==> src/focs_pkg.sv <==
// Purpose: Shared constants for the fan output, configuration and error block.
// Assumes: Register addresses are the decoded serial register numbers.
// Notes:   Flag word bit positions follow the weight of each code.
package focs_pkg;
   localparam int          DW          = 16;
   localparam logic [15:0] ADR_PASSWD  = 16'h9C47;
   localparam logic [15:0] ADR_IN_SEL  = 16'h9C57;
   localparam logic [15:0] ADR_OUT_SEL = 16'h9C58;
   localparam logic [15:0] ADR_RATIO1  = 16'h9C59;
   localparam logic [15:0] ADR_RATIO2  = 16'h9C5A;
   localparam logic [15:0] ADR_PWM     = 16'h9C5B;
   localparam logic [15:0] ADR_FLAGS   = 16'h7531;
   localparam logic [15:0] RST_PASSWD  = 16'h0E75;
   localparam logic [15:0] RST_IN_SEL  = 16'h0FF0;
   localparam logic [15:0] RST_OUT_SEL = 16'h0021;
   localparam logic [15:0] RST_RATIO1  = 16'h01F4;
   localparam logic [15:0] RST_RATIO2  = 16'h0320;
   localparam logic [15:0] RST_PWM_KHZ = 16'h000A;
   localparam logic [15:0] OUT_SEL_USED = 16'h00FF;
   localparam int          SEL1_LSB    = 0;
   localparam int          SEL2_LSB    = 4;
   localparam int          SELW        = 4;
   localparam logic [3:0]  FN_OFF      = 4'h0;
   localparam logic [3:0]  FN_ERROR    = 4'h1;
   localparam logic [3:0]  FN_ABOVE_MIN = 4'h2;
   localparam logic [3:0]  FN_AT_SET   = 4'h3;
   localparam logic [3:0]  FN_PULSE    = 4'h4;
   localparam logic [3:0]  FN_ON       = 4'h5;
   localparam logic [13:0] AIN_STOP_MV = 14'h01F4;
   localparam logic [13:0] AIN_FULL_MV = 14'h2710;
   localparam logic [4:0]  TOL_DIV     = 5'h14;
   localparam int          FW          = 15;
   // Bits 0,1,2,5,6,10 latch; 8,9,11..14 are status only.
   localparam logic [14:0] LATCH_MASK  = 15'h0467;
   localparam logic [14:0] STOP_MASK   = 15'h046F;
   localparam logic [14:0] ERROR_MASK  = 15'h04FF;
   typedef enum logic [2:0] {
      MS_STOPPED = 3'b001,
      MS_RUNNING = 3'b010,
      MS_FAULT   = 3'b100
   } focs_motor_t;
endpackage

==> src/focs_top.sv <==
// Purpose: Set point mapping, switch outputs, error word and PWM guard.
// Assumes: All inputs are synchronous to core_clk; analogue value in mV.
// Notes:   Register port carries already decoded serial register accesses.
`timescale 1ns/1ps
module focs_top #(
   parameter int RPM_W = 14
) (
   input  wire logic                     core_clk,
   input  wire logic                     reset_n,
   input  wire logic                     reg_wr,
   input  wire logic                     reg_rd,
   input  wire logic [15:0]              reg_addr,
   input  wire logic [focs_pkg::DW-1:0]  reg_wdata,
   output logic      [focs_pkg::DW-1:0]  reg_rdata,
   output logic                          reg_ack,
   output logic                          reg_err,
   input  wire logic [13:0]              ain_mv,
   input  wire logic [RPM_W-1:0]         speed_max_rpm,
   input  wire logic [RPM_W-1:0]         speed_min_rpm,
   input  wire logic [RPM_W-1:0]         protect_limit_rpm,
   input  wire logic [RPM_W-1:0]         speed_meas_rpm,
   input  wire logic                     half_rev_tick,
   input  wire logic [focs_pkg::FW-1:0]  fault_cond,
   input  wire logic                     restart,
   output logic [RPM_W-1:0]              speed_cmd_rpm,
   output logic                          motor_run,
   output logic [focs_pkg::DW-1:0]       pwm_freq_khz,
   output logic                          switch_output_first,
   output logic                          switch_output_second,
   output logic [focs_pkg::FW-1:0]       flag_word
);
   import focs_pkg::*;

   // The speed arithmetic is sized for words of 8 to 16 bits only.
   if (RPM_W < 8 || RPM_W > 16) begin : g_rpm_w_check
      $error("RPM_W must lie between 8 and 16");
   end

   logic [DW-1:0]     passwd_q;
   logic [DW-1:0]     in_sel_q;
   logic [7:0]        out_sel_q;
   logic [DW-1:0]     ratio1_q;
   logic [DW-1:0]     ratio2_q;
   logic [DW-1:0]     pwm_q;
   logic [FW-1:0]     latch_q;
   logic [FW-1:0]     flags;
   logic              stop_err;
   logic              any_err;
   logic [RPM_W-1:0]  cmd_d;
   logic [RPM_W-1:0]  cmd_q;
   logic              pulse_q;
   logic              sw1_q;
   logic              sw2_q;
   logic [3:0]        fn1;
   logic [3:0]        fn2;
   logic              hit;
   logic [DW-1:0]     rdata_d;
   focs_motor_t       ms_q;

   // Proportional speed: max * mV / full scale, floored at minimum; zero below stop level, capped at limit.
   function automatic logic [RPM_W-1:0] scale_speed(
      input logic [13:0]      mv,
      input logic [RPM_W-1:0] vmax,
      input logic [RPM_W-1:0] vmin,
      input logic [RPM_W-1:0] vlim
   );
      logic [RPM_W+13:0] prod;
      logic [RPM_W-1:0]  top;
      logic [RPM_W-1:0]  r;
      prod = vmax * mv;
      top  = (vlim < vmax) ? vlim : vmax;
      if (mv < AIN_STOP_MV) begin
         r = '0;
      end else if (mv >= AIN_FULL_MV) begin
         r = vmax;
      end else begin
         r = RPM_W'(prod / AIN_FULL_MV);
         if (r < vmin) begin
            r = vmin;
         end
      end
      if (r > top) begin
         r = top;
      end
      return r;
   endfunction

   // Contact level for one function code; 1 means closed.
   function automatic logic contact(
      input logic [3:0] fn,
      input logic       err,
      input logic       above,
      input logic       at_set,
      input logic       pulse
   );
      logic c;
      case (fn)
         FN_OFF:       c = 1'b0;
         FN_ERROR:     c = !err;
         FN_ABOVE_MIN: c = above;
         FN_AT_SET:    c = at_set;
         FN_PULSE:     c = pulse;
         FN_ON:        c = 1'b1;
         default:      c = 1'b0;
      endcase
      return c;
   endfunction

   // Error and status word.
   assign flags = (latch_q & LATCH_MASK)
                | (fault_cond & ~LATCH_MASK);
   assign stop_err = |(flags & STOP_MASK);
   assign any_err = |(flags & ERROR_MASK);
   assign flag_word = flags;

   // A new fault in the restart cycle is kept, since the set wins.
   always_ff @(posedge core_clk or negedge reset_n) begin
      if (!reset_n) begin
         latch_q <= '0;
      end else begin
         latch_q <= ((restart ? '0 : latch_q)
                  | fault_cond) & LATCH_MASK;
      end
   end

   // Motor state: fault wins over the set point.
   always_ff @(posedge core_clk or negedge reset_n) begin
      if (!reset_n) begin
         ms_q <= MS_STOPPED;
      end else begin
         case (ms_q)
            MS_STOPPED: begin
               if (stop_err) begin
                  ms_q <= MS_FAULT;
               end else if (cmd_d != '0) begin
                  ms_q <= MS_RUNNING;
               end
            end
            MS_RUNNING: begin
               if (stop_err) begin
                  ms_q <= MS_FAULT;
               end else if (cmd_d == '0) begin
                  ms_q <= MS_STOPPED;
               end
            end
            MS_FAULT: begin
               if (!stop_err) begin
                  ms_q <= MS_STOPPED;
               end
            end
            default: ms_q <= MS_STOPPED;
         endcase
      end
   end

   assign cmd_d = stop_err ? '0
      : scale_speed(ain_mv, speed_max_rpm, speed_min_rpm,
                    protect_limit_rpm);

   always_ff @(posedge core_clk or negedge reset_n) begin
      if (!reset_n) begin
         cmd_q <= '0;
      end else begin
         cmd_q <= cmd_d;
      end
   end

   assign speed_cmd_rpm = cmd_q;
   assign motor_run = (ms_q == MS_RUNNING);

   // Half-revolution ticks toggle the pulse, giving an even duty.
   always_ff @(posedge core_clk or negedge reset_n) begin
      if (!reset_n) begin
         pulse_q <= 1'b0;
      end else if (half_rev_tick) begin
         pulse_q <= !pulse_q;
      end
   end

   assign fn2 = out_sel_q[SEL2_LSB +: SELW];
   // The first output drops the pulse when both fields ask for it.
   assign fn1 = (out_sel_q[SEL1_LSB +: SELW] == FN_PULSE
                 && fn2 == FN_PULSE) ? FN_OFF
                : out_sel_q[SEL1_LSB +: SELW];

   logic above_min;
   logic at_set;
   logic [RPM_W+4:0] diff20;
   assign above_min = speed_meas_rpm > speed_min_rpm;
   assign diff20 = (RPM_W+5)'((speed_meas_rpm > cmd_q)
                   ? speed_meas_rpm - cmd_q
                   : cmd_q - speed_meas_rpm) * TOL_DIV;
   assign at_set = (cmd_q != '0)
                   && (diff20 <= (RPM_W+5)'(cmd_q));

   always_ff @(posedge core_clk or negedge reset_n) begin
      if (!reset_n) begin
         sw1_q <= 1'b0;
         sw2_q <= 1'b0;
      end else begin
         // Separate fields; fn1 is forced off when both fields ask for the pulse.
         sw1_q <= contact(fn1, any_err, above_min, at_set,
                          pulse_q);
         sw2_q <= contact(fn2, any_err, above_min, at_set,
                          pulse_q);
      end
   end

   assign switch_output_first = sw1_q;
   assign switch_output_second = sw2_q;

   // Register file.
   assign hit = reg_addr == ADR_PASSWD || reg_addr == ADR_IN_SEL
             || reg_addr == ADR_OUT_SEL || reg_addr == ADR_RATIO1
             || reg_addr == ADR_RATIO2 || reg_addr == ADR_PWM
             || reg_addr == ADR_FLAGS;

   always_ff @(posedge core_clk or negedge reset_n) begin
      if (!reset_n) begin
         passwd_q  <= RST_PASSWD;
         in_sel_q  <= RST_IN_SEL;
         out_sel_q <= RST_OUT_SEL[7:0];
         ratio1_q  <= RST_RATIO1;
         ratio2_q  <= RST_RATIO2;
      end else if (reg_wr) begin
         case (reg_addr)
            ADR_PASSWD:  passwd_q  <= reg_wdata;
            ADR_IN_SEL:  in_sel_q  <= reg_wdata;
            ADR_OUT_SEL: out_sel_q <= reg_wdata[7:0];
            ADR_RATIO1:  ratio1_q  <= reg_wdata;
            ADR_RATIO2:  ratio2_q  <= reg_wdata;
            default:     passwd_q  <= passwd_q;
         endcase
      end
   end

   // A frequency change while spinning would upset the running drive.
   always_ff @(posedge core_clk or negedge reset_n) begin
      if (!reset_n) begin
         pwm_q <= RST_PWM_KHZ;
      end else if (reg_wr && reg_addr == ADR_PWM
                   && ms_q != MS_RUNNING) begin
         pwm_q <= reg_wdata;
      end
   end

   assign pwm_freq_khz = pwm_q;

   always_comb begin
      case (reg_addr)
         ADR_PASSWD:  rdata_d = passwd_q;
         ADR_IN_SEL:  rdata_d = in_sel_q;
         ADR_OUT_SEL: rdata_d = {8'h00, out_sel_q};
         ADR_RATIO1:  rdata_d = ratio1_q;
         ADR_RATIO2:  rdata_d = ratio2_q;
         ADR_PWM:     rdata_d = pwm_q;
         ADR_FLAGS:   rdata_d = {1'b0, flags};
         default:     rdata_d = '0;
      endcase
   end

   always_ff @(posedge core_clk or negedge reset_n) begin
      if (!reset_n) begin
         reg_rdata <= '0;
         reg_ack   <= 1'b0;
         reg_err   <= 1'b0;
      end else begin
         reg_rdata <= reg_rd ? rdata_d : reg_rdata;
         reg_ack   <= (reg_rd || reg_wr) && hit;
         reg_err   <= (reg_rd || reg_wr) && !hit;
      end
   end

   property p_stop_below;
      @(posedge core_clk) disable iff (!reset_n)
      ain_mv < AIN_STOP_MV |=> speed_cmd_rpm == '0;
   endproperty
   a_stop_below: assert property (p_stop_below)
      else $error("speed command not zero below stop level");

   property p_limit;
      @(posedge core_clk) disable iff (!reset_n)
      1'b1 |=> speed_cmd_rpm <= $past(protect_limit_rpm);
   endproperty
   a_limit: assert property (p_limit)
      else $error("speed command above protection limit");

   property p_on_off;
      @(posedge core_clk) disable iff (!reset_n)
      out_sel_q == 8'h50 |=> switch_output_first == 1'b0
                         && switch_output_second == 1'b1;
   endproperty
   a_on_off: assert property (p_on_off)
      else $error("fixed contact codes not honoured");

   property p_pulse_both;
      @(posedge core_clk) disable iff (!reset_n)
      out_sel_q == 8'h44 |=> !switch_output_first
                          && switch_output_second == $past(pulse_q);
   endproperty
   a_pulse_both: assert property (p_pulse_both)
      else $error("speed pulse not moved to second output");

   property p_err_out;
      @(posedge core_clk) disable iff (!reset_n)
      fn1 == FN_ERROR |=> switch_output_first == !$past(any_err);
   endproperty
   a_err_out: assert property (p_err_out)
      else $error("error contact wrong");

   property p_latch_hold;
      @(posedge core_clk) disable iff (!reset_n)
      fault_cond[10] ##1 !restart [*3] |-> flag_word[10];
   endproperty
   a_latch_hold: assert property (p_latch_hold)
      else $error("blocked rotor flag lost without restart");

   property p_unlatched;
      @(posedge core_clk) disable iff (!reset_n)
      flag_word[4] == fault_cond[4] && flag_word[7] == fault_cond[7];
   endproperty
   a_unlatched: assert property (p_unlatched)
      else $error("self clearing flag does not follow condition");

   // The flag latches one edge after its condition; the stop follows it.
   property p_stop_err;
      @(posedge core_clk) disable iff (!reset_n)
      fault_cond[1] |=> ##1 !motor_run ##1 !motor_run;
   endproperty
   a_stop_err: assert property (p_stop_err)
      else $error("motor runs after overcurrent");

   property p_pwm_guard;
      @(posedge core_clk) disable iff (!reset_n)
      reg_wr && reg_addr == ADR_PWM && !motor_run
         |=> pwm_freq_khz == $past(reg_wdata);
   endproperty
   a_pwm_guard: assert property (p_pwm_guard)
      else $error("PWM write while stopped not taken");

   property p_pwm_hold;
      @(posedge core_clk) disable iff (!reset_n)
      motor_run |=> $stable(pwm_freq_khz);
   endproperty
   a_pwm_hold: assert property (p_pwm_hold)
      else $error("PWM frequency changed while running");

   c_run: cover property (@(posedge core_clk) motor_run);
   c_fault: cover property (@(posedge core_clk) ms_q == MS_FAULT);
   c_pwm: cover property (@(posedge core_clk)
      reg_wr && reg_addr == ADR_PWM && !motor_run);
endmodule // focs_top

==> config.mk <==
export PLATFORM = sky130hd
export DESIGN_NAME = focs_top
export DESIGN_NICKNAME = d
export VERILOG_FILES = /design/src/focs_pkg.sv /design/src/focs_top.sv
export SDC_FILE = /design/constraint.sdc
export NUM_CORES = 1
export LEC_CHECK = 0
export BUFFER_PORTS_ARGS = -buffer_cell sky130_fd_sc_hd__buf_2
export CAP_MARGIN = 40
export CORE_ASPECT_RATIO = 1.1
export CORE_MARGIN = 2
export CORE_UTILIZATION = 56
export DETAILED_ROUTE_END_ITERATION = 8
export MAX_ROUTING_LAYER = met4
export PLACE_DENSITY_LB_ADDON = 0.25
export SLEW_MARGIN = 20
export SYNTH_ARGS = -nofsm -noshare
export SYNTH_HDL_FRONTEND = slang
export SYNTH_SLANG_ARGS = --single-unit
export TNS_END_PERCENT = 5
==> constraint.sdc <==
create_clock -name core_clk -period 7.5 [get_ports core_clk]
set_input_delay 0.75 -clock core_clk [delete_from_list [all_inputs] [get_ports core_clk]]
set_output_delay 0.75 -clock core_clk [all_outputs]
set_load 0.05 [all_outputs]
==> flow_metrics.env, run 1 <==
export IMPL_outcome="finished, violations left"
export IMPL_violations="negative setup slack"
export IMPL_rsz0062_at_grt="yes"
export IMPL_gp_congestion=1.02
export IMPL_yosys_most_used_dff="dfrtp_1"
export IMPL_wl_per_cell_um=19.6
export IMPL_num_rows=76
export IMPL_grt_pass1_wl_mm=120
export IMPL_path_clk_slew_ns=0.06
export IMPL_drt_initial_drc_count=1955
export IMPL_worst_slack_ns=-12.88
export IMPL_clock_path_buffers=2
export IMPL_seqCellArea_um2=3340
export IMPL_multi_input_area_um2=19000
export IMPL_synth_adder_area_share_pct=25.4
export IMPL_avgSynthCellArea_um2=8.40
export IMPL_antenna_left=0
export IMPL_cp_slowest_cell="fa_1"
export IMPL_critPathLaunchType="input port"
export IMPL_ctsHoldBuffers=0
export IMPL_grt_pass1_vias=24200
export IMPL_wirelength_mm=77.4
export IMPL_critical_path_required_ns=7.87
export IMPL_fin_worst_skew_ns=0.0184
export IMPL_synth_cells=2649
export IMPL_grt_use_total_pct=36.5
export IMPL_r2r_start="speed_cmd_rpm[1]$_DFF_PN0_"
export IMPL_synthArstFlopShare_pct=100
export IMPL_tns_ns=-198.59
export IMPL_synthMuxAreaShare_pct=7.99
export IMPL_holdCritPathClass="in2async"
export IMPL_fmax_mhz=49.1
export IMPL_crit_top_cell="buf_4"
export IMPL_ios=189
export IMPL_synth_top_family_by_area="adder cells"
export IMPL_period_needed_ns=20.38
export IMPL_critical_path_class="in2reg"
export IMPL_fp_dieW_um=194
export IMPL_design_core_area_um2=39200
export IMPL_slew_headroom_pct=46.5
export IMPL_ys_warn_count=0
export IMPL_drive_gt1_share_pct=39.1
export IMPL_nFillCells=2707
export IMPL_synth_xor_area_share_pct=4.38
export IMPL_dpl_cell_count=3862
export IMPL_viasPerCell=6.09
export IMPL_hold_violations=0
export IMPL_period_share_pct=272
export IMPL_synth_area_um2=22300
export IMPL_layout_nets=3899
export IMPL_vias=24000
export IMPL_cts_tree="yes"
export IMPL_arrival_ns=20.75
export IMPL_synthTopCellsByArea="fa_1 (13%), ha_1 (12%), dfrtp_1 (11%), mux2_2 (5.8%), nand2_1 (4.6%)"
export IMPL_setup_violations_final=16
export IMPL_synthSimpleGateAreaFrac_pct=20.5
export IMPL_syn_nets=3129
export IMPL_area_growth_pct=37.1
export IMPL_grt_max_degree=55
export IMPL_clk_latency_ns=0.45
export IMPL_root_buffer="clkbuf_16"
export IMPL_fin_cells=3943
export IMPL_grt_overflow_total=0
export IMPL_post_route_cell_area_um2=30500
export IMPL_drv_cap=0
export IMPL_die_y_um=213
export IMPL_dieArea_um2=41400
export IMPL_initial_core_util_pct=56.8
export IMPL_first_pass_iters=6
export IMPL_worst_pin_slew_ns=0.803
export IMPL_synth_compound_area_share_pct=20.5
export IMPL_final_common_cell="buf_4"
export IMPL_portBuffers=188
export IMPL_final_cell_mix="buf_4 (651), nand2_1 (262), inv_1 (245), ha_1 (202), buf_2 (188)"
export IMPL_critPathCaptureType="flip-flop"
export IMPL_cts_htree_levels=4
export IMPL_synth_edf_count=0
export IMPL_dp_hpwl_mm=60.1
export IMPL_clock_sinks=132
export IMPL_critPathMaxFanout=12
export IMPL_post_route_drc_count=0
export IMPL_place_area_um2=28300
export IMPL_yosys_register_bits=132
export IMPL_antenna_found_initial=1
export IMPL_ys_types=127
export IMPL_synth_top_cell_area_share_pct=13.0
export IMPL_seq_area_frac_synth_pct=15.0
export IMPL_startpoint="speed_max_rpm[9]"
export IMPL_max_stage_delay_ns=0.55
export IMPL_numCtsBuffers=17
export IMPL_maxSlewViolCount=0
export IMPL_synth_top_area_cell="fa_1"
routing by layer:
| metal | wire length, µm | vias to the layer above | GRT usage (%) |
|---|---|---|---|
| li1 | - | 11000 | - |
| met1 | 30600 | 11700 | 44.4 |
| met2 | 38000 | 1126 | 61.6 |
| met3 | 5700 | 268 | 5.35 |
| met4 | 3020 | 0 | 13.6 |
| met5 | 0 | - | - |
worst max-delay path, delay by kind of cell:
family                     cells  cell delay [ns]
AOI/OAI and AO/OA             40             8.90
xor gates and xnor gates       2             0.32
adders and majority gates      9             3.98
buffers and inverters         16             2.04
and+or+nand+nor               25             4.74
cell families (layout without fill, tap and decap cells):
kind of cell             after synthesis  count (layout)
adder cells (fa/ha/maj)              367             367
flip-flops                           132             132
buffers and inverters                350            1133
AND/OR/NAND/NOR                      893             893
other                                  0               4
AO/OA/AOI/OAI                        640             640
multiplexers                         163             163
XOR/XNOR                             104             104
metrics by stage:
step / hold WS, ns / util, % / setup slack, ns
after global placement: 0.482 / 72.2 / -12.82
final: 0.321 / 77.9 / -12.88
after detailed placement: 0.490 / 72.4 / -13.46
after CTS: 0.331 / 74.4 / -12.57
after global routing: 0.366 / 77.9 / -13.76
after floorplan: 0.434 / - / -12.22
synthesized netlist by cell type (30+ instances only):
cell type / count
a21o_1: 33
a21oi_1: 140
a31oi_1: 41
and2_1: 139
clkbuf_1: 71
dfrtp_1: 102
dfstp_2: 30
fa_1: 144
ha_1: 213
inv_1: 245
mux2_2: 115
mux2i_1: 46
nand2_1: 271
nand2b_1: 32
nand3_1: 53
nand4_1: 31
nor2_1: 170
nor2b_1: 32
nor3_1: 38
o21ai_0: 97
o21ai_1: 31
xnor2_1: 64
xor2_1: 33
what timing repair did:
action,4_1_cts,5_1_grt
gates cloned,0,0
buffers inserted,1,42
gates resized for setup,35,214
pin swaps,5,93
setup endpoints to repair,16,18
endpoints found under the hold margin,0,0
state kept, by name (all words and copies together) (netlist names):
register / count
in_sel_q: 16
passwd_q: 16
pwm_freq_khz: 16
ratio1_q: 16
ratio2_q: 16
reg_rdata: 16
speed_cmd_rpm: 14
out_sel_q: 8
latch_q: 6
ms_q: 3
pulse_q: 1
reg_ack: 1
reg_err: 1
switch_output_first: 1
switch_output_second: 1
final cells by class:
type,instances,area share (%)
Antenna cell,4,0.0328
Clock buffer,19,1.48
Clock inverter,13,0.451
Inverter,247,3.04
Multi-Input combinational cell,2167,62.2
Sequential cell,132,11.0
Tap cell,507,2.08
Timing Repair Buffer,854,19.8
worst paths after layout:
path	endpoint	slack [ns]	depth (start not counted)
max	ms_q[0]$_DFFE_PN1P_	-12.88	92
min	speed_cmd_rpm[9]$_DFF_PN0_	0.32	1
max reg2reg	switch_output_second$_DFF_PN0_	0.26	42
min reg2reg	passwd_q[12]$_DFFE_PN0P_	0.51	1
max in group asynchronous	out_sel_q[5]$_DFFE_PN1P_	5.93	3
min in group core_clk	latch_q[1]$_DFF_PN0_	0.48	2
Power of run 1 is left out: the tool's default activity adds up to more than one toggle a clock period on the data nets, which glitch-free logic cannot reach.
==> run 2, diff against run 1 <==
--- a/config.mk
+++ b/config.mk
@@ -7,9 +7,11 @@
 export LEC_CHECK = 0
 export BUFFER_PORTS_ARGS = -buffer_cell sky130_fd_sc_hd__buf_2
 export CAP_MARGIN = 40
+export CELL_PAD_IN_SITES_DETAIL_PLACEMENT = 0
+export CELL_PAD_IN_SITES_GLOBAL_PLACEMENT = 1
 export CORE_ASPECT_RATIO = 1.1
 export CORE_MARGIN = 2
-export CORE_UTILIZATION = 56
+export CORE_UTILIZATION = 48
 export DETAILED_ROUTE_END_ITERATION = 8
 export MAX_ROUTING_LAYER = met4
 export PLACE_DENSITY_LB_ADDON = 0.25
==> constraint.sdc (replaced) <==
create_clock -name core_clk -period 7.5 [get_ports core_clk]
set_input_delay 1.5 -clock core_clk [delete_from_list [all_inputs] [get_ports core_clk]]
set_output_delay 1.5 -clock core_clk [all_outputs]
set_load 0.05 [all_outputs]
==> run 2 against run 1 <==
Against the previous run:
- the run still ends with negative setup slack left
- fmax shrank 2.1%
- core utilization decreased by 7.6 points
- largest cell class unchanged
- critical endpoint unchanged
- cell area increased by 5.2%
==> flow_metrics.env, run 2 (synthesized netlist as in run 1, its figures left out) <==
export IMPL_outcome="finished, violations left"
export IMPL_violations="negative setup slack"
export IMPL_clock_path_buffers=2
export IMPL_critical_path_required_ns=7.86
export IMPL_nFillCells=3712
export IMPL_clk_latency_ns=0.42
export IMPL_final_cell_mix="buf_4 (717), nand2_1 (258), inv_1 (239), ha_1 (195), buf_2 (174)"
export IMPL_grt_busiest_layer="met2"
export IMPL_worst_slack_ns=-13.31
export IMPL_fin_cells=4118
export IMPL_drv_cap=0
export IMPL_period_needed_ns=20.81
export IMPL_drive_gt1_share_pct=42.6
export IMPL_drt_initial_drc_count=1533
export IMPL_timing_rr_end="switch_output_second$_DFF_PN0_"
export IMPL_holdCritPathClass="reg2reg"
export IMPL_crit_top_cell="buf_4"
export IMPL_grt_met2_usage_pct=54.1
export IMPL_worst_pin_slew_ns=0.800
export IMPL_seqCellArea_um2=3340
export IMPL_setup_violations_final=18
export IMPL_grt_overflow_total=0
export IMPL_gp_congestion=0.970
export IMPL_ctsHoldBuffers=0
export IMPL_fin_util_pct=70.3
export IMPL_slew_headroom_pct=46.7
export IMPL_cts_htree_levels=4
export IMPL_cts_tree="yes"
export IMPL_final_common_cell="buf_4"
export IMPL_maxSlewViolCount=0
export IMPL_numCtsBuffers=17
export IMPL_antenna_found_initial=12
export IMPL_dpl_cell_count=4004
export IMPL_critPathLaunchType="input port"
export IMPL_dieArea_um2=48100
export IMPL_num_rows=82
export IMPL_arrival_ns=21.17
export IMPL_fmax_mhz=48.1
export IMPL_first_pass_iters=9
export IMPL_r2r_start="speed_cmd_rpm[4]$_DFF_PN0_"
export IMPL_hold_violations=0
export IMPL_wl_per_cell_um=18.8
export IMPL_area_growth_pct=44.2
export IMPL_reg2regPathDepth=41
export IMPL_grt_pass1_wl_mm=122
export IMPL_layout_nets=3985
export IMPL_grt_use_met1_pct=40.8
export IMPL_design_core_area_um2=45700
export IMPL_initial_core_util_pct=48.8
export IMPL_critPathMaxFanout=10
export IMPL_period_share_pct=277
export IMPL_rsz0062_at_grt="yes"
export IMPL_antenna_left=0
export IMPL_die_y_um=230
export IMPL_grt_pass1_vias=23500
export IMPL_fin_hold_ws_ns=0.507
export IMPL_viasPerCell=5.71
export IMPL_pre_cts_ws_ns=-14.16
export IMPL_wirelength_mm=77.6
export IMPL_ios=189
export IMPL_dp_hpwl_mm=62.4
export IMPL_clock_sinks=132
export IMPL_path_clk_slew_ns=0.06
export IMPL_critPathCaptureType="flip-flop"
export IMPL_post_route_drc_count=0
export IMPL_cp_slowest_cell="fa_1"
export IMPL_grt_max_degree=69
export IMPL_vias=23500
export IMPL_fp_dieW_um=209
export IMPL_setup_worst_path_end="ms_q[0]$_DFFE_PN1P_"
export IMPL_multi_input_area_um2=19600
export IMPL_critical_path_class="in2reg"
export IMPL_portBuffers=188
export IMPL_root_buffer="clkbuf_16"
export IMPL_grt_use_total_pct=31.8
export IMPL_fin_worst_skew_ns=0.0105
export IMPL_met3_usage_pct=3.61
export IMPL_startpoint="speed_max_rpm[8]"
export IMPL_r2r_slack_ns=-0.03
export IMPL_max_stage_delay_ns=0.55
-- run 2: changes by cell type in the layout (fill, tap and decap cells not counted), moves of 10 or more --
cell / delta
and2_1: -11
buf_6: +23
buf_2: -14
ha_4: +10
buf_4: +66
and2_4: +11
-- run 2: per-stage QoR --
| stage | TNS (ns) | cell area (µm²) |
|---|---|---|
| after global placement | -217.31 | 28800 |
| after floorplan | -200.86 | 22500 |
| after global routing | -219.71 | 32100 |
| final | -207.74 | 32100 |
| after CTS | -209.27 | 29700 |
| after detailed placement | -221.52 | 28900 |
-- run 2: what timing repair did --
| action | 4_1_cts | 5_1_grt |
|---|---|---|
| endpoints found under the setup margin | 18 | 18 |
| gates resized for setup | 47 | 359 |
| pin swaps | 10 | 195 |
| buffers inserted | 5 | 62 |
-- run 2: cell type report --
type / instances / share of cell area (%)
diodes: 12 / 0.0935
clock buffers: 21 / 1.40
clock inverters: 11 / 0.401
inverters: 247 / 2.90
multi-input cells: 2167 / 61.2
flip-flops and latches: 132 / 10.4
well taps: 588 / 2.29
repair buffers: 940 / 21.3
-- run 2: how the worst min path moves through the flow --
stage,from,end,slack (ns),cells past startpoint
3_3_place_gp,in_sel_q[1]$_DFFE_PN0P_,in_sel_q[1]$_DFFE_PN0P_,0.48,1
4_1_cts,passwd_q[7]$_DFFE_PN0P_,passwd_q[7]$_DFFE_PN0P_,0.51,1
3_5_place_dp,in_sel_q[3]$_DFFE_PN0P_,in_sel_q[3]$_DFFE_PN0P_,0.49,1
6_report,ratio2_q[1]$_DFFE_PN0P_,ratio2_q[1]$_DFFE_PN0P_,0.51,1
5_1_grt,ratio2_q[1]$_DFFE_PN0P_,ratio2_q[1]$_DFFE_PN0P_,0.52,1
2_1_floorplan,out_sel_q[7]$_DFFE_PN0P_,switch_output_second$_DFF_PN0_,0.43,1
-- run 2: worst max-delay path: cells and delay by family --
kind / cells / cell delay (ns)
and+or+nand+nor: 28 / 5.40
AOI/OAI and AO/OA: 34 / 7.57
buffers and inverters: 14 / 1.95
xor gates and xnor gates: 4 / 0.74
adders and majority gates: 9 / 3.95
-- run 2: routing by layer --
metal,share of wire (%),up-vias
li1,-,11200
met1,43,11600
met2,50,690
met3,5.4,107
met4,1.8,0
met5,0,-
Power of run 2 is left out for the same reason.
